**config.mk**
```make
export PLATFORM = sky130hd
export DESIGN_NAME = gpio_port
export DESIGN_NICKNAME = d
export VERILOG_FILES = /design/src/rtl/gpio_port_pkg.sv /design/src/rtl/gpio_port.sv
export VERILOG_INCLUDE_DIRS = /design/src /design/src/rtl
export SDC_FILE = /design/constraint.sdc
export NUM_CORES = 1
export LEC_CHECK = 0
export ABC_AREA = 1
export BUFFER_PORTS_ARGS = -buffer_cell sky130_fd_sc_hd__buf_2
export CORE_AREA = 2 2 148 150
export DETAILED_ROUTE_END_ITERATION = 6
export DIE_AREA = 0 0 150 152
export PLACE_DENSITY = 0.71
export SLEW_MARGIN = 0
export SYNTH_ARGS = -nofsm -noshare
export SYNTH_HDL_FRONTEND = slang
export SYNTH_SLANG_ARGS = --single-unit
```
**constraint.sdc**
```tcl
create_clock -name clk -period 1.9 [get_ports clk]
set_clock_uncertainty 0.05 [all_clocks]
set_input_delay 0.38 -clock clk [delete_from_list [all_inputs] [get_ports clk]]
set_output_delay 0.38 -clock clk [all_outputs]
set_load 0.05 [all_outputs]
```
**src/rtl/gpio_port_params.svh**
```systemverilog
`ifndef GPIO_PORT_PARAMS_SVH
`define GPIO_PORT_PARAMS_SVH
`define PIN_COUNT 8
`define OFS_DATA_LAST 12'h3fc
`define OFS_DIRECTION 12'h400
`define OFS_IRQ_SENSE 12'h404
`define OFS_IRQ_BOTH 12'h408
`define OFS_IRQ_EVENT 12'h40c
`define OFS_IRQ_MASK 12'h410
`define OFS_IRQ_RAW 12'h414
`define OFS_IRQ_MASKED 12'h418
`define OFS_IRQ_CLEAR 12'h41c
`define OFS_ALT_FUNC 12'h420
`define OFS_DRIVE_2MA 12'h500
`define OFS_DRIVE_4MA 12'h504
`define OFS_DRIVE_8MA 12'h508
`define OFS_OPEN_DRAIN 12'h50c
`define OFS_PULL_UP 12'h510
`define OFS_PULL_DOWN 12'h514
`define OFS_SLEW 12'h518
`define OFS_DIGITAL_EN 12'h51c
`define OFS_ID_FIRST 12'hfd0
`define MASK_ADDR_LSB 2
`define ADC_TRIGGER_BIT 4
`define RST_DRIVE_2MA 8'hff
`define RST_PULL_UP 8'hff
`define RST_DIGITAL_EN 8'hff
`define RST_ZERO 8'h00
`endif

```
**src/rtl/gpio_port_pkg.sv**
```systemverilog
package gpio_port_pkg;
  typedef struct packed {
    logic [7:0] drive_2ma_select;
    logic [7:0] drive_4ma_select;
    logic [7:0] drive_8ma_select;
    logic [7:0] open_drain_select;
    logic [7:0] pull_up_select;
    logic [7:0] pull_down_select;
    logic [7:0] slew_rate_select;
    logic [7:0] digital_enable;
  } pad_ctrl_s;
  typedef struct packed {
    logic [7:0] irq_sense_select;
    logic [7:0] irq_both_edges;
    logic [7:0] irq_event_polarity;
    logic [7:0] irq_mask;
  } irq_cfg_s;
  typedef enum logic [1:0] {
    PH_IDLE = 2'b00,
    PH_WRITE = 2'b01,
    PH_READ = 2'b10
  } phase_e;
endpackage

```
**src/rtl/gpio_port.sv**
```systemverilog
`timescale 1ns/1ps
`include "gpio_port_params.svh"
module gpio_port
  import gpio_port_pkg::*;
#(
  parameter logic [7:0] ALT_RESET = 8'h00,
  parameter logic [7:0] PIN_CONNECTED = 8'hff,
  // Identification bytes; values arbitrary
  parameter logic [95:0] ID_BYTES = 96'h0
) (
  input wire logic clk,
  input wire logic rst_n,
  input wire logic hsel,
  input wire logic [31:0] haddr,
  input wire logic [1:0] htrans,
  input wire logic hwrite,
  input wire logic [2:0] hsize,
  input wire logic [31:0] hwdata,
  input wire logic hready,
  output logic [31:0] hrdata,
  output logic hreadyout,
  output logic hresp,
  input wire logic [7:0] pin_in,
  output logic [7:0] pin_out,
  output logic [7:0] pin_oe,
  input wire logic [7:0] periph_out,
  input wire logic [7:0] periph_oe,
  output logic [7:0] periph_in,
  output pad_ctrl_s pad_ctrl,
  output logic port_irq,
  output logic adc_trigger
);
  logic [7:0] dir_q, dir_d, alt_q, alt_d, data_q, data_d;
  logic [7:0] raw_q, raw_d, samp_q, samp_d, prev_q, prev_d;
  irq_cfg_s cfg_q, cfg_d;
  pad_ctrl_s pad_q, pad_d;
  phase_e ph_q, ph_d;
  logic [11:0] ofs_q, ofs_d;
  logic [31:0] rdata_q, rdata_d;
  logic irq_q, irq_d, trig_q, trig_d;
  logic [7:0] pin_out_q, pin_out_d, pin_oe_q, pin_oe_d, pin_in_q, pin_in_d;
  logic [7:0] amask, wbyte, rise, fall, cond, clr;
  logic wr, rd_take;
  logic [3:0] id_idx;

  assign hreadyout = 1'b1;
  assign hresp = 1'b0;
  assign hrdata = rdata_q;
  assign pin_out = pin_out_q;
  assign pin_oe = pin_oe_q;
  assign periph_in = pin_in_q;
  assign pad_ctrl = pad_q;
  assign port_irq = irq_q;
  assign adc_trigger = trig_q;

  // Zero-wait slave: write applies at the data-phase edge
  assign wr = (ph_q == PH_WRITE);
  assign amask = ofs_q[9:2];
  assign wbyte = hwdata[7:0] & PIN_CONNECTED;
  // Identification words start at the first ID offset, so index from there
  assign id_idx = haddr[5:2] - 4'h4;

  always_comb begin
    ph_d = PH_IDLE;
    ofs_d = ofs_q;
    rd_take = 1'b0;
    if (hsel && hready && htrans[1]) begin
      ofs_d = haddr[11:0];
      ph_d = hwrite ? PH_WRITE : PH_READ;
      rd_take = !hwrite;
    end
  end

  // Two-stage sampling; edges from consecutive synchronised samples
  assign samp_d = pin_in;
  assign prev_d = samp_q;
  assign rise = samp_q & ~prev_q;
  assign fall = ~samp_q & prev_q;

  always_comb begin
    for (int i = 0; i < `PIN_COUNT; i++) begin
      if (cfg_q.irq_sense_select[i])
        cond[i] = cfg_q.irq_event_polarity[i] ? samp_q[i] : ~samp_q[i];
      else if (cfg_q.irq_both_edges[i])
        cond[i] = rise[i] | fall[i];
      else
        cond[i] = cfg_q.irq_event_polarity[i] ? rise[i] : fall[i];
    end
  end

  assign clr = (wr && ofs_q == `OFS_IRQ_CLEAR) ? hwdata[7:0] : 8'h00;

  always_comb begin
    dir_d = dir_q;
    alt_d = alt_q;
    cfg_d = cfg_q;
    pad_d = pad_q;
    data_d = data_q;
    // Sticky edges; a new edge wins over a clear in the same cycle
    for (int i = 0; i < `PIN_COUNT; i++) begin
      if (cfg_q.irq_sense_select[i])
        raw_d[i] = cond[i];
      else
        raw_d[i] = cond[i] | (raw_q[i] & ~clr[i]);
    end
    // Input pins track the pin; output pins hold the written value
    for (int i = 0; i < `PIN_COUNT; i++) begin
      if (!dir_q[i])
        data_d[i] = samp_q[i];
    end
    if (wr) begin
      if (ofs_q < 12'h400) begin
        data_d = (data_d & ~(amask & dir_q & PIN_CONNECTED))
               | (wbyte & amask & dir_q);
      end
      case (ofs_q)
        `OFS_DIRECTION: dir_d = wbyte;
        `OFS_IRQ_SENSE: cfg_d.irq_sense_select = wbyte;
        `OFS_IRQ_BOTH: cfg_d.irq_both_edges = wbyte;
        `OFS_IRQ_EVENT: cfg_d.irq_event_polarity = wbyte;
        `OFS_IRQ_MASK: cfg_d.irq_mask = wbyte;
        `OFS_ALT_FUNC: alt_d = wbyte;
        `OFS_DRIVE_2MA: pad_d.drive_2ma_select = wbyte;
        `OFS_DRIVE_4MA: pad_d.drive_4ma_select = wbyte;
        `OFS_DRIVE_8MA: pad_d.drive_8ma_select = wbyte;
        `OFS_OPEN_DRAIN: pad_d.open_drain_select = wbyte;
        `OFS_PULL_UP: pad_d.pull_up_select = wbyte;
        `OFS_PULL_DOWN: pad_d.pull_down_select = wbyte;
        `OFS_SLEW: pad_d.slew_rate_select = wbyte;
        `OFS_DIGITAL_EN: pad_d.digital_enable = wbyte;
        default: ;
      endcase
    end
  end

  // Read data registered from the address phase, so it stands in the data phase
  always_comb begin
    rdata_d = rdata_q;
    if (rd_take) begin
      rdata_d = 32'h0;
      if (haddr[11:0] < 12'h400) begin
        rdata_d[7:0] = data_q & haddr[9:2];
      end else begin
        case (haddr[11:0])
          `OFS_DIRECTION: rdata_d[7:0] = dir_q;
          `OFS_IRQ_SENSE: rdata_d[7:0] = cfg_q.irq_sense_select;
          `OFS_IRQ_BOTH: rdata_d[7:0] = cfg_q.irq_both_edges;
          `OFS_IRQ_EVENT: rdata_d[7:0] = cfg_q.irq_event_polarity;
          `OFS_IRQ_MASK: rdata_d[7:0] = cfg_q.irq_mask;
          `OFS_IRQ_RAW: rdata_d[7:0] = raw_q;
          `OFS_IRQ_MASKED: rdata_d[7:0] = raw_q & cfg_q.irq_mask;
          `OFS_ALT_FUNC: rdata_d[7:0] = alt_q;
          `OFS_DRIVE_2MA: rdata_d[7:0] = pad_q.drive_2ma_select;
          `OFS_DRIVE_4MA: rdata_d[7:0] = pad_q.drive_4ma_select;
          `OFS_DRIVE_8MA: rdata_d[7:0] = pad_q.drive_8ma_select;
          `OFS_OPEN_DRAIN: rdata_d[7:0] = pad_q.open_drain_select;
          `OFS_PULL_UP: rdata_d[7:0] = pad_q.pull_up_select;
          `OFS_PULL_DOWN: rdata_d[7:0] = pad_q.pull_down_select;
          `OFS_SLEW: rdata_d[7:0] = pad_q.slew_rate_select;
          `OFS_DIGITAL_EN: rdata_d[7:0] = pad_q.digital_enable;
          default: begin
            if (haddr[11:0] >= `OFS_ID_FIRST) begin
              rdata_d[7:0] = ID_BYTES[8*id_idx +: 8];
            end
          end
        endcase
      end
    end
  end

  // Pin muxing between software mode and peripheral
  always_comb begin
    for (int i = 0; i < `PIN_COUNT; i++) begin
      if (alt_d[i]) begin
        pin_out_d[i] = periph_out[i];
        pin_oe_d[i] = periph_oe[i];
      end else begin
        pin_out_d[i] = data_d[i];
        pin_oe_d[i] = dir_d[i];
      end
    end
  end
  assign pin_in_d = pin_in;
  assign irq_d = |(raw_d & cfg_d.irq_mask);
  // One-cycle pulse on a new unmasked trigger-pin condition
  assign trig_d = raw_d[`ADC_TRIGGER_BIT] & cfg_d.irq_mask[`ADC_TRIGGER_BIT]
                & ~(raw_q[`ADC_TRIGGER_BIT] & cfg_q.irq_mask[`ADC_TRIGGER_BIT]);

  always_ff @(posedge clk) begin
    if (!rst_n) begin
      dir_q <= `RST_ZERO;
      alt_q <= ALT_RESET;
      data_q <= `RST_ZERO;
      raw_q <= `RST_ZERO;
      samp_q <= `RST_ZERO;
      prev_q <= `RST_ZERO;
      cfg_q <= '0;
      pad_q <= {`RST_DRIVE_2MA, `RST_ZERO, `RST_ZERO, `RST_ZERO, `RST_PULL_UP,
                `RST_ZERO, `RST_ZERO, `RST_DIGITAL_EN};
      ph_q <= PH_IDLE;
      ofs_q <= 12'h000;
      rdata_q <= 32'h0;
      irq_q <= 1'b0;
      trig_q <= 1'b0;
      pin_out_q <= `RST_ZERO;
      pin_oe_q <= `RST_ZERO;
      pin_in_q <= `RST_ZERO;
    end else begin
      dir_q <= dir_d;
      alt_q <= alt_d;
      data_q <= data_d;
      raw_q <= raw_d;
      samp_q <= samp_d;
      prev_q <= prev_d;
      cfg_q <= cfg_d;
      pad_q <= pad_d;
      ph_q <= ph_d;
      ofs_q <= ofs_d;
      rdata_q <= rdata_d;
      irq_q <= irq_d;
      trig_q <= trig_d;
      pin_out_q <= pin_out_d;
      pin_oe_q <= pin_oe_d;
      pin_in_q <= pin_in_d;
    end
  end

  // Checks on $past values are guarded so a mid-run reset cannot trip them
  chk_irq_from_masked: assert property (@(posedge clk) disable iff (!rst_n)
    $past(rst_n) |-> port_irq == |($past(raw_d) & $past(cfg_d.irq_mask)))
    else $error("port interrupt does not follow masked status");

  chk_edge_sticky: assert property (@(posedge clk) disable iff (!rst_n)
    (!cfg_q.irq_sense_select[0] && raw_q[0] && !clr[0] && $stable(cfg_q)) |=> raw_q[0])
    else $error("edge status dropped without clear");

  chk_clear_one: assert property (@(posedge clk) disable iff (!rst_n)
    (!cfg_q.irq_sense_select[1] && clr[1] && !cond[1]) |=> !raw_q[1])
    else $error("write one to clear did not clear");

  chk_rise_sets: assert property (@(posedge clk) disable iff (!rst_n)
    (cfg_q.irq_event_polarity[2] && !cfg_q.irq_sense_select[2] && rise[2]) |=> raw_q[2])
    else $error("rising edge not latched");

  chk_level_raw: assert property (@(posedge clk) disable iff (!rst_n)
    cfg_q.irq_sense_select[3] |=> raw_q[3] == ($past(cfg_q.irq_event_polarity[3]) ~^ $past(samp_q[3])))
    else $error("level status wrong");

  chk_input_tracks: assert property (@(posedge clk) disable iff (!rst_n)
    (!dir_q[5] && !wr) |=> data_q[5] == $past(samp_q[5]))
    else $error("input bit not captured");

  chk_write_masked: assert property (@(posedge clk) disable iff (!rst_n)
    (wr && ofs_q < 12'h400 && !ofs_q[8]) |=> $stable(data_q[6]) || !$past(dir_q[6]))
    else $error("masked data bit changed");

  chk_read_masked: assert property (@(posedge clk) disable iff (!rst_n)
    (rd_take && haddr[11:0] < 12'h400 && !haddr[2]) |=> hrdata[0] == 1'b0)
    else $error("masked read bit not zero");

  chk_pin_drive: assert property (@(posedge clk) disable iff (!rst_n)
    ($past(rst_n) && $past(!alt_d[7]) && $past(dir_d[7])) |-> (pin_oe[7] && pin_out[7] == data_q[7]))
    else $error("output pin not driven from data");

  chk_adc_pulse: assert property (@(posedge clk) disable iff (!rst_n)
    adc_trigger |-> (raw_q[`ADC_TRIGGER_BIT] && cfg_q.irq_mask[`ADC_TRIGGER_BIT]))
    else $error("adc trigger without unmasked condition");

  chk_masked_status: assert property (@(posedge clk) disable iff (!rst_n)
    (rd_take && haddr[11:0] == `OFS_IRQ_MASKED) |=> hrdata[7:0] == ($past(raw_q) & $past(cfg_q.irq_mask)))
    else $error("masked status read wrong");

  chk_raw_read: assert property (@(posedge clk) disable iff (!rst_n)
    (rd_take && haddr[11:0] == `OFS_IRQ_RAW) |=> hrdata[7:0] == $past(raw_q))
    else $error("raw status read wrong");

  chk_read_upper: assert property (@(posedge clk) disable iff (!rst_n)
    rd_take |=> hrdata[31:8] == 24'h000000)
    else $error("upper read bits not zero");

  chk_data_read: assert property (@(posedge clk) disable iff (!rst_n)
    (rd_take && haddr[11:0] < 12'h400) |=> hrdata[7:0] == ($past(data_q) & $past(haddr[9:2])))
    else $error("data read not masked by address");

  chk_dir_write: assert property (@(posedge clk) disable iff (!rst_n)
    (wr && ofs_q == `OFS_DIRECTION) |=> dir_q == $past(wbyte))
    else $error("direction write lost");

  // Reset values checked without a disable, since reset is the antecedent
  chk_alt_reset: assert property (@(posedge clk)
    !rst_n |=> (alt_q == ALT_RESET && dir_q == 8'h00))
    else $error("direction or alternate select not at reset value");

  chk_pins_reset: assert property (@(posedge clk)
    !rst_n |=> (pin_oe == 8'h00 && !port_irq && !adc_trigger))
    else $error("pin or interrupt outputs not cleared by reset");

  chk_alt_pin: assert property (@(posedge clk) disable iff (!rst_n)
    ($past(rst_n) && $past(alt_d[7])) |-> (pin_out[7] == $past(periph_out[7]) && pin_oe[7] == $past(periph_oe[7])))
    else $error("peripheral does not own its pin");

  chk_irq_all_masked: assert property (@(posedge clk) disable iff (!rst_n)
    (cfg_q.irq_mask == 8'h00 && !wr) |=> !port_irq)
    else $error("interrupt passed a closed mask");

  chk_trig_single: assert property (@(posedge clk) disable iff (!rst_n)
    adc_trigger |=> !adc_trigger)
    else $error("adc trigger longer than one cycle");

  chk_both_edges: assert property (@(posedge clk) disable iff (!rst_n)
    (!cfg_q.irq_sense_select[4] && cfg_q.irq_both_edges[4] && (rise[4] || fall[4])) |=> raw_q[4])
    else $error("edge missed in both-edge mode");

  chk_fall_sets: assert property (@(posedge clk) disable iff (!rst_n)
    (!cfg_q.irq_sense_select[1] && !cfg_q.irq_both_edges[1] && !cfg_q.irq_event_polarity[1] && fall[1]) |=> raw_q[1])
    else $error("falling edge not latched");

  chk_clear_zero: assert property (@(posedge clk) disable iff (!rst_n)
    (wr && ofs_q == `OFS_IRQ_CLEAR && !hwdata[2] && !cfg_q.irq_sense_select[2] && raw_q[2]) |=> raw_q[2])
    else $error("writing zero cleared a pending edge");

  chk_pad_write: assert property (@(posedge clk) disable iff (!rst_n)
    (wr && ofs_q == `OFS_PULL_UP) |=> pad_ctrl.pull_up_select == $past(wbyte))
    else $error("pad setting not presented");

  chk_unconnected: assert property (@(posedge clk) disable iff (!rst_n)
    (wr && ofs_q == `OFS_DIRECTION) |=> (dir_q & ~PIN_CONNECTED) == 8'h00)
    else $error("unconnected bit took a write");

  chk_id_read: assert property (@(posedge clk) disable iff (!rst_n)
    (rd_take && haddr[11:0] >= `OFS_ID_FIRST) |=> hrdata[7:0] == ID_BYTES[8*$past(id_idx) +: 8])
    else $error("identification value wrong");

  chk_irq_has_source: assert property (@(posedge clk) disable iff (!rst_n)
    port_irq |-> |(raw_q & cfg_q.irq_mask))
    else $error("port interrupt without masked source");

  chk_level_no_latch: assert property (@(posedge clk) disable iff (!rst_n)
    (cfg_q.irq_sense_select[6] && cfg_q.irq_event_polarity[6] && !samp_q[6]) |=> !raw_q[6])
    else $error("level status held after level went away");

  chk_oe_from_dir: assert property (@(posedge clk) disable iff (!rst_n)
    ($past(rst_n) && !$past(alt_d[2])) |-> pin_oe[2] == $past(dir_d[2]))
    else $error("pin enable does not follow direction");
endmodule

```
==> flow_summary.yaml, run 1 <==
setup_path:
  cp_top_family: "simple AND/OR/NAND/NOR gates"
  end_kind: "flop"
  crit_chain: "buf_2, inv_1, nand4_1, buf_4, nor3_2, buf_4, nand2_1, nand2_1, nor2_1, nand2_1, nor2_1, a21oi_1"
  path_buf_inv: 4
  critical-path-max-stage-delay_ns: 0.46
  cp.required_ns: 2.22
  critPathLaunchType: "input port"
  worst_path_most_repeated_cell: "nand2_1"
  cp.arrival_ns: 2.16
  critPathMaxFanout: 7
  critPathSlowestCell: "nor3_2"
  critPathKind: "input port to flop"
global_route:
  grt_usage: 0.252
  grt_pass1_vias: 8112
  grt_antenna_before_repair: 0
  grt_pass1_wl_um: 44400
  grt_max_degree: 60
  globalRouteOverflowTotal: 0
yosys:
  ys_warn_count: 0
  synth-seq-cells: 184
  syn_avg_cell_area_um2: 7.31
  synth.distinct_cells: 35
  synth-async-reset-ratio: 0
  synth_edf_count: 0
  postSynthCellCount: 1206
  ys_seq_area_frac: 0.418
  syn_area_um2: 8820
  synthFlopType: "dfxtp_1"
sta:
  holdWs_ns: 0.0706
  setup_ws_ns: 0.0573
  fin_crit_sh: 0.970
  worstMarginPinSlew_ns: 0.610
  fmax_mhz: 543
  setup_viol: 0
  finalHoldViolations: 0
  rsz0062_at_grt: "true"
  period_minus_slack_ns: 1.84
  final.setup.tns_ns: 0
  slew_headroom: 0.591
  maxSlewViolCount: 0
route:
  drtAntennaViolNets: 0
  drt-initial-drc-count: 817
  detail_route.wl_per_cell_um: 17.2
  first_pass_iters: 6
  post-route-drc-count: 0
  dr_total_vias: 8710
  avgViaCountPerCell: 5.15
  drt-total-wl_um: 29100
clocking:
  clkLatencyLatePin_ns: 0.44
  clock_sinks: 184
  cts_tree: "yes"
  path_clk_slew_ns: 0.07
  numCtsBuffers: 17
  clockRootBuffer: "clkbuf_16"
  htree_levels: 4
  cts_max_path_buffers: 2
place:
  routabilityCongestion: 0.935
  portBuffers: 147
  hpwl_um: 21600
  dp_slack_ns: -0.287
die:
  ios: 222
  die_h_um: 152
  dieArea_um2: 22800
  core_area_um2: 21400
  rows: 54
  start_util: 0.413
  fp.dieW_um: 150
pwr:
  vdd_drop_max_mv: 0.494
  power.density_nw_per_um2: 772
  leakagePower_nw: 5.23
hold_path:
  hp-class: "input port to flop"
status:
  outcome: "completed"
cells_and_area:
  drive_above_1_share: 0.230
  syn_to_final_growth_pct: 24.5
  fin_nets: 1511
  utilization: 0.514
  diodes: 0
  largest_reg_flops: 64
flow_run:
  cap_viol_max_count: 0
## synth_stat cells, types with 2 or more instances
library cell / number / area, um^2
nor3_2: 7 / 70.1
o21ai_2: 2 / 17.5
buf_6: 5 / 56.3
buf_1: 3 / 11.3
buf_4: 32 / 240
nand3_2: 4 / 40.0
nand3_1: 105 / 526
a211oi_1: 53 / 398
nand2_2: 3 / 18.8
inv_2: 5 / 18.8
nand2_1: 256 / 961
a211oi_2: 4 / 50.1
inv_1: 109 / 409
nor2_4: 13 / 146
nor3_1: 2 / 10.0
dfxtp_1: 184 / 3680
nor2_1: 154 / 578
a21oi_1: 47 / 235
ha_1: 16 / 200
nor2_2: 14 / 87.6
a31oi_1: 8 / 50.1
buf_2: 11 / 55.1
nand4_1: 17 / 106
o211ai_1: 24 / 180
conb_1: 2 / 7.51
clkbuf_1: 28 / 105
o22ai_1: 22 / 138
o21ai_0: 61 / 305
o21ai_1: 9 / 45.0
## logic make-up (layout without fill, tap and decap cells)
logic type,Yosys count,count (layout),synth area share
adders and majority gates,16,16,0.0227
DFF,184,184,0.418
AOI/OAI and AO/OA,230,230,0.161
other,2,26,0.000852
buffers and inverters,194,374,0.102
and+or+nand+nor,580,580,0.296
## timing repair
action / 4_1_cts / 5_1_grt
pin swaps: 0 / 5
gates resized for setup: 3 / 14
hold buffers: 0 / 0
buffers inserted: 0 / 5
endpoints found under the setup margin: 3 / 49
## power by group
group	switching, mW	internal [mW]	total, mW
sequential	0.0514	3.91	3.97
combinational	0.579	0.200	0.779
clock	1.60	2.13	3.73
total	2.23	6.24	8.48
## final cells by class
class,instances,area (um^2)
fill,2077,10400
multi-input combinational,852,4360
sequential,184,3690
timing repair buffer,227,1530
clock buffer,20,447
inverter,115,434
tap,280,350
clock inverter,12,165
## cell usage in the layout (no fill, tap or decap), types with 4 or more instances in the layout
| master | n |
|---|---|
| o22ai_1 | 22 |
| nor3_2 | 9 |
| buf_4 | 64 |
| nand3_1 | 104 |
| a21oi_1 | 47 |
| dfxtp_1 | 182 |
| ha_1 | 16 |
| nor2_4 | 14 |
| nand4_1 | 17 |
| nand3_2 | 4 |
| inv_1 | 107 |
| clkbuf_16 | 17 |
| nand2_2 | 5 |
| inv_2 | 6 |
| o21ai_0 | 60 |
| conb_1 | 26 |
| nand2_1 | 254 |
| nor2_2 | 16 |
| buf_2 | 147 |
| nor2_1 | 151 |
| buf_12 | 15 |
| a211oi_2 | 4 |
| a31oi_1 | 8 |
| o211ai_1 | 24 |
| o21ai_1 | 10 |
| a211oi_1 | 53 |
## worst min-delay path: stages
cell and delay [ns]:
buf_2 0.07, nand2_1 0.04, inv_1 0.04
## through the flow
| step | total power, mW | instances | instance area (um^2) |
|---|---|---|---|
| 2_1_floorplan | 4.54 | 1230 | 8910 |
| 3_3_place_gp | 4.79 | 1653 | 10200 |
| 3_5_place_dp | 4.80 | 1653 | 10200 |
| 4_1_cts | 8.49 | 1685 | 10800 |
| 5_1_grt | 8.73 | 1690 | 11000 |
| 6_report | 8.48 | 1690 | 11000 |
## layer usage
layer,global-route usage,vias to the layer above,wire length (um)
met5,0,-,0
met2,0.393,399,13000
met1,0.339,3902,12500
li1,-,4350,-
met4,0.119,0,1310
met3,0.0417,59,2340
## worst paths after layout
path / from / to / slack [ns] / cells past startpoint
worst min-delay path: pin_in[7] / periph_in[7] / 0.07 / 3
worst max register to register: ofs_q[6] / pad_ctrl[14] / 0.09 / 9
worst max-delay path: haddr[9] / hrdata[1] / 0.06 / 12
worst min register to register: pad_ctrl[18] / pad_ctrl[18] / 0.42 / 2
No activity file was read; power rests on OpenSTA's default activity.
==> inputs of run 2 (changes only) <==
--- a/config.mk
+++ b/config.mk
@@ -9,9 +9,10 @@
 export ABC_AREA = 1
 export BUFFER_PORTS_ARGS = -buffer_cell sky130_fd_sc_hd__buf_2
 export CORE_AREA = 2 2 148 150
+export CTS_CLUSTER_SIZE = 8
 export DETAILED_ROUTE_END_ITERATION = 6
 export DIE_AREA = 0 0 150 152
-export PLACE_DENSITY = 0.71
+export PLACE_DENSITY = 0.74
 export SLEW_MARGIN = 0
 export SYNTH_ARGS = -nofsm -noshare
 export SYNTH_HDL_FRONTEND = slang
==> constraint.sdc (replaced) <==
create_clock -name clk -period 1.55 [get_ports clk]
set_clock_uncertainty 0.05 [all_clocks]
set_input_delay 0.31 -clock clk [delete_from_list [all_inputs] [get_ports clk]]
set_output_delay 0.31 -clock clk [all_outputs]
set_load 0.05 [all_outputs]
==> flow_summary.yaml, run 2 (synthesis gave the netlist of run 1 again) <==
status:
  outcome: "finished, violations left"
  violations: "negative setup slack"
sta:
  setup_viol: 119
  rsz0062_at_grt: "true"
  setup_ws_ns: -0.257
  fin_crit_sh: 1.17
  holdWs_ns: 0.00943
  finalHoldViolations: 0
  maxSlewViolCount: 0
  fmax_mhz: 553
  period_minus_slack_ns: 1.81
global_route:
  globalRouteOverflowTotal: 0
  grt_pass1_wl_um: 47700
  grt_max_degree: 35
  grt_antenna_before_repair: 0
  grt_usage: 0.271
  grt_pass1_vias: 8571
setup_path:
  critPathLaunchType: "flop"
  worst_path_most_repeated_cell: "nand2_1"
  cp-startpoint: "ofs_q[4]"
  critPathKind: "flop to flop"
  cp.arrival_ns: 2.08
  critPathSlowestCell: "dfxtp_2"
  critPathMaxFanout: 5
  cp.required_ns: 1.83
  crit_chain: "inv_1, nor2_1, nand2_1, nor2_4, buf_12, nand3_1, nand2_1, nand2_2, nand3_2, nand2_1, nor2_2, a21oi_2"
  end_kind: "flop"
  reg2reg_from: "ofs_q[4]"
  critical-path-max-stage-delay_ns: 0.36
die:
  core_area_um2: 21400
  dieArea_um2: 22800
  die_h_um: 152
  start_util: 0.413
  ios: 222
  fp.dieW_um: 150
  rows: 54
cells_and_area:
  diodes: 0
  multiInputGateArea_um2: 5110
  stdcell_area_um2: 12700
  final_common_cell: "nand2_1"
  final_cell_mix: "nand2_1, dfxtp_1, buf_2"
  regArea_um2: 3720
  drive_above_1_share: 0.376
  fin_nets: 1597
  utilization: 0.595
  largest_reg_flops: 64
  syn_to_final_growth_pct: 44.1
  fill_cells: 1812
clocking:
  htree_levels: 4
  numCtsBuffers: 17
  clock_sinks: 184
  cts_tree: "yes"
  path_clk_slew_ns: 0.08
  cts_max_path_buffers: 2
  clockRootBuffer: "clkbuf_16"
  clkLatencyLatePin_ns: 0.45
pwr:
  leakagePower_nw: 5.90
  total_power_mw: 10.4
  power.density_nw_per_um2: 821
  vdd_drop_max_mv: 0.594
place:
  hpwl_um: 22600
  portBuffers: 147
  routabilityCongestion: 1.01
  placed_area_um2: 10700
  dp_slack_ns: -0.427
flow_run:
  cap_viol_max_count: 0
hold_path:
  hp-class: "input port to flop"
  min-delay-start: "pin_in[6]"
route:
  avgViaCountPerCell: 5.38
  first_pass_iters: 5
  detail_route.wl_per_cell_um: 18.5
  post-route-drc-count: 0
  drt-total-wl_um: 32800
  drtAntennaViolNets: 0
  dr_total_vias: 9549
  drt-initial-drc-count: 1050
==> run 2: cell types whose count changed in the layout (fill, tap and decap cells not counted), sizes merged <==
| cell | before | now |
|---|---|---|
| clkinv | 4 | 6 |
| bufinv | 3 | 0 |
| clkinvlp | 2 | 0 |
| dlygate4sd3 | 0 | 7 |
| clkbuf | 20 | 23 |
| inv | 118 | 124 |
| buf | 227 | 300 |
==> run 2: power by group <==
part	internal, mW	leakage, nW	total, mW	switching (mW)
Combinational	0.382	4.11	1.22	0.838
Sequential	4.79	1.50	4.86	0.0689
Clock	2.17	0.289	4.35	2.18
==> run 2: path summary, 6_finish.rpt <==
| path | to | depth (start not counted) | slack [ns] |
|---|---|---|---|
| worst min register to register | prev_q[3] | 2 | 0.41 |
| worst min-delay path | periph_in[6] | 3 | 0.009 |
| worst max register to register | port_irq | 12 | -0.26 |
| worst max-delay path | port_irq | 12 | -0.26 |
==> run 2: cell type report <==
class,count,area share
well taps,280,0.0276
inverters,115,0.0356
flip-flops and latches,184,0.293
repair buffers,313,0.196
multi-input cells,852,0.402
clock inverters,15,0.0123
clock buffers,17,0.0335
==> run 2: stage by stage <==
step	std cells	TNS [ns]
2_1_floorplan	1230	0
3_3_place_gp	1700	-16.61
3_5_place_dp	1700	-17.49
4_1_cts	1758	-9.77
5_1_grt	1776	-24.05
6_report	1776	-15.05
==> run 2: critical path, delay by kind of cell (launching register included) <==
| family | cells | cell delay (ns) |
|---|---|---|
| DFF | 1 | 0.36 |
| AOI/OAI and AO/OA | 1 | 0.07 |
| and+or+nand+nor | 9 | 0.91 |
| buffers and inverters | 2 | 0.28 |
==> run 2: metal layers <==
layer,track usage,share of wire,vias to the layer above
met5,0,0,-
met4,0.136,0.052,0
met3,0.0526,0.091,93
met2,0.413,0.45,523
met1,0.365,0.40,4409
li1,-,-,4524
==> run 2: repair_timing <==
action,CTS,global route
endpoints found under the hold margin,7,0
pin swaps,28,35
hold buffers,7,0
resized for setup,118,152
buffers inserted,14,17
setup endpoints to repair,123,142
gates cloned,6,4
==> inputs of run 3 (changes only) <==
--- a/config.mk
+++ b/config.mk
@@ -12,6 +12,7 @@
 export CTS_CLUSTER_SIZE = 8
 export DETAILED_ROUTE_END_ITERATION = 6
 export DIE_AREA = 0 0 150 152
+export HOLD_SLACK_MARGIN = 0.05
 export PLACE_DENSITY = 0.74
 export SLEW_MARGIN = 0
 export SYNTH_ARGS = -nofsm -noshare
==> flow_summary.yaml, run 3 (synthesis gave the netlist of run 1 again) <==
pwr:
  leakagePower_nw: 5.90
  vdd_drop_max_mv: 0.594
  power.density_nw_per_um2: 824
clocking:
  numCtsBuffers: 17
  htree_levels: 4
  cts_max_path_buffers: 2
  cts_tree: "yes"
  path_clk_slew_ns: 0.08
  clock_sinks: 184
  clockRootBuffer: "clkbuf_16"
  clkLatencyLatePin_ns: 0.44
route:
  detail_route.wl_per_cell_um: 18.3
  drt-total-wl_um: 32600
  dr_total_vias: 9592
  post-route-drc-count: 0
  drt-initial-drc-count: 1126
  drtAntennaViolNets: 0
  avgViaCountPerCell: 5.38
  first_pass_iters: 7
place:
  routabilityCongestion: 1.01
  dp.cells: 1700
  portBuffers: 147
  hpwl_um: 22600
  dp_slack_ns: -0.427
flow_run:
  cap_viol_max_count: 0
die:
  rows: 54
  dieArea_um2: 22800
  ios: 222
  fp.dieW_um: 150
  start_util: 0.413
  die_h_um: 152
  core_area_um2: 21400
setup_path:
  end_kind: "flop"
  critPathKind: "flop to flop"
  cp.arrival_ns: 2.09
  critPathMaxFanout: 4
  critPathLaunchType: "flop"
  cp.required_ns: 1.83
sta:
  finalHoldViolations: 0
  fmax_mhz: 553
  setup_ws_ns: -0.259
  setup_viol: 120
  maxSlewViolCount: 0
  rsz0062_at_grt: "true"
  fin_crit_sh: 1.17
  period_minus_slack_ns: 1.81
cells_and_area:
  final_common_cell: "nand2_1"
  diodes: 0
  drive_above_1_share: 0.362
  fin_cells: 1784
  largest_reg_flops: 64
  final_cell_mix: "nand2_1, dfxtp_1, buf_2"
  fin_nets: 1605
  syn_to_final_growth_pct: 44.0
  utilization: 0.595
global_route:
  grt_antenna_before_repair: 0
  grt_pass1_wl_um: 47900
  grt_pass1_vias: 8650
  globalRouteOverflowTotal: 0
  grt_max_degree: 35
  grt_usage: 0.273
hold_path:
  hp-class: "input port to flop"
status:
  outcome: "finished, violations left"
  violations: "negative setup slack"
-- run 3: final timing paths --
check                from   endpoint  slack [ns]  depth (start not counted)
max              ofs_q[4]   port_irq       -0.26                         12
max reg2reg      ofs_q[4]   port_irq       -0.26                         12
min reg2reg  periph_in[3]  prev_q[3]        0.41                          2
min          periph_oe[6]  pin_oe[6]        0.07                          3
-- run 3: worst max-delay path, cell delays in order (launching register included) --
cell	delay, ns
dfxtp_2	0.36
inv_1	0.10
nor2_1	0.10
nand2_1	0.12
nor2_4	0.23
clkbuf_16	0.20
nand3_2	0.05
nand2_1	0.08
nand2_1	0.06
nand3_1	0.07
nand2_1	0.07
nor2_2	0.13
a21oi_2	0.07
-- run 3: what timing repair did --
| action | 4_1_cts | 5_1_grt |
|---|---|---|
| buffers inserted | 14 | 12 |
| hold buffers | 22 | 0 |
| endpoints found under the setup margin | 123 | 142 |
| gates cloned | 6 | 2 |
| endpoints found under the hold margin | 22 | 0 |
| resized for setup | 118 | 137 |
| pin swaps | 28 | 37 |
-- run 3: cell type report --
type / instances / area, um^2
clock buffer: 17 / 425
clock inverter: 15 / 156
fill: 1805 / 8660
inverter: 115 / 444
multi-input combinational: 852 / 5050
sequential: 184 / 3720
tap: 280 / 350
timing repair buffer: 321 / 2540
-- run 3: routing by layer --
metal / up-vias / global-route usage / share of wire
li1: 4538 / - / -
met1: 4436 / 0.365 / 0.40
met2: 542 / 0.420 / 0.46
met3: 76 / 0.0529 / 0.097
met4: 0 / 0.132 / 0.044
met5: - / 0 / 0
-- run 3: stage by stage --
stage | total power, mW | setup TNS [ns] | area, um^2 | hold slack [ns]
after global placement | 5.96 | -16.61 | 10700 | 0.401
after detailed placement | 5.97 | -17.49 | 10700 | 0.402
after global routing | 10.8 | -19.00 | 12700 | 0.0769
after floorplan | 5.56 | 0 | 8930 | 0.357
after CTS | 10.4 | -9.77 | 12100 | 0.0501
final | 10.5 | -10.95 | 12700 | 0.0657
-- run 3: where the power goes --
part           internal (mW)  switching, mW  total (mW)  leakage (nW)
Combinational          0.408          0.841        1.25          4.11
Clock                   2.17           2.19        4.35         0.289
Sequential              4.79         0.0696        4.86          1.50
Total                   7.37           3.10        10.5          5.90
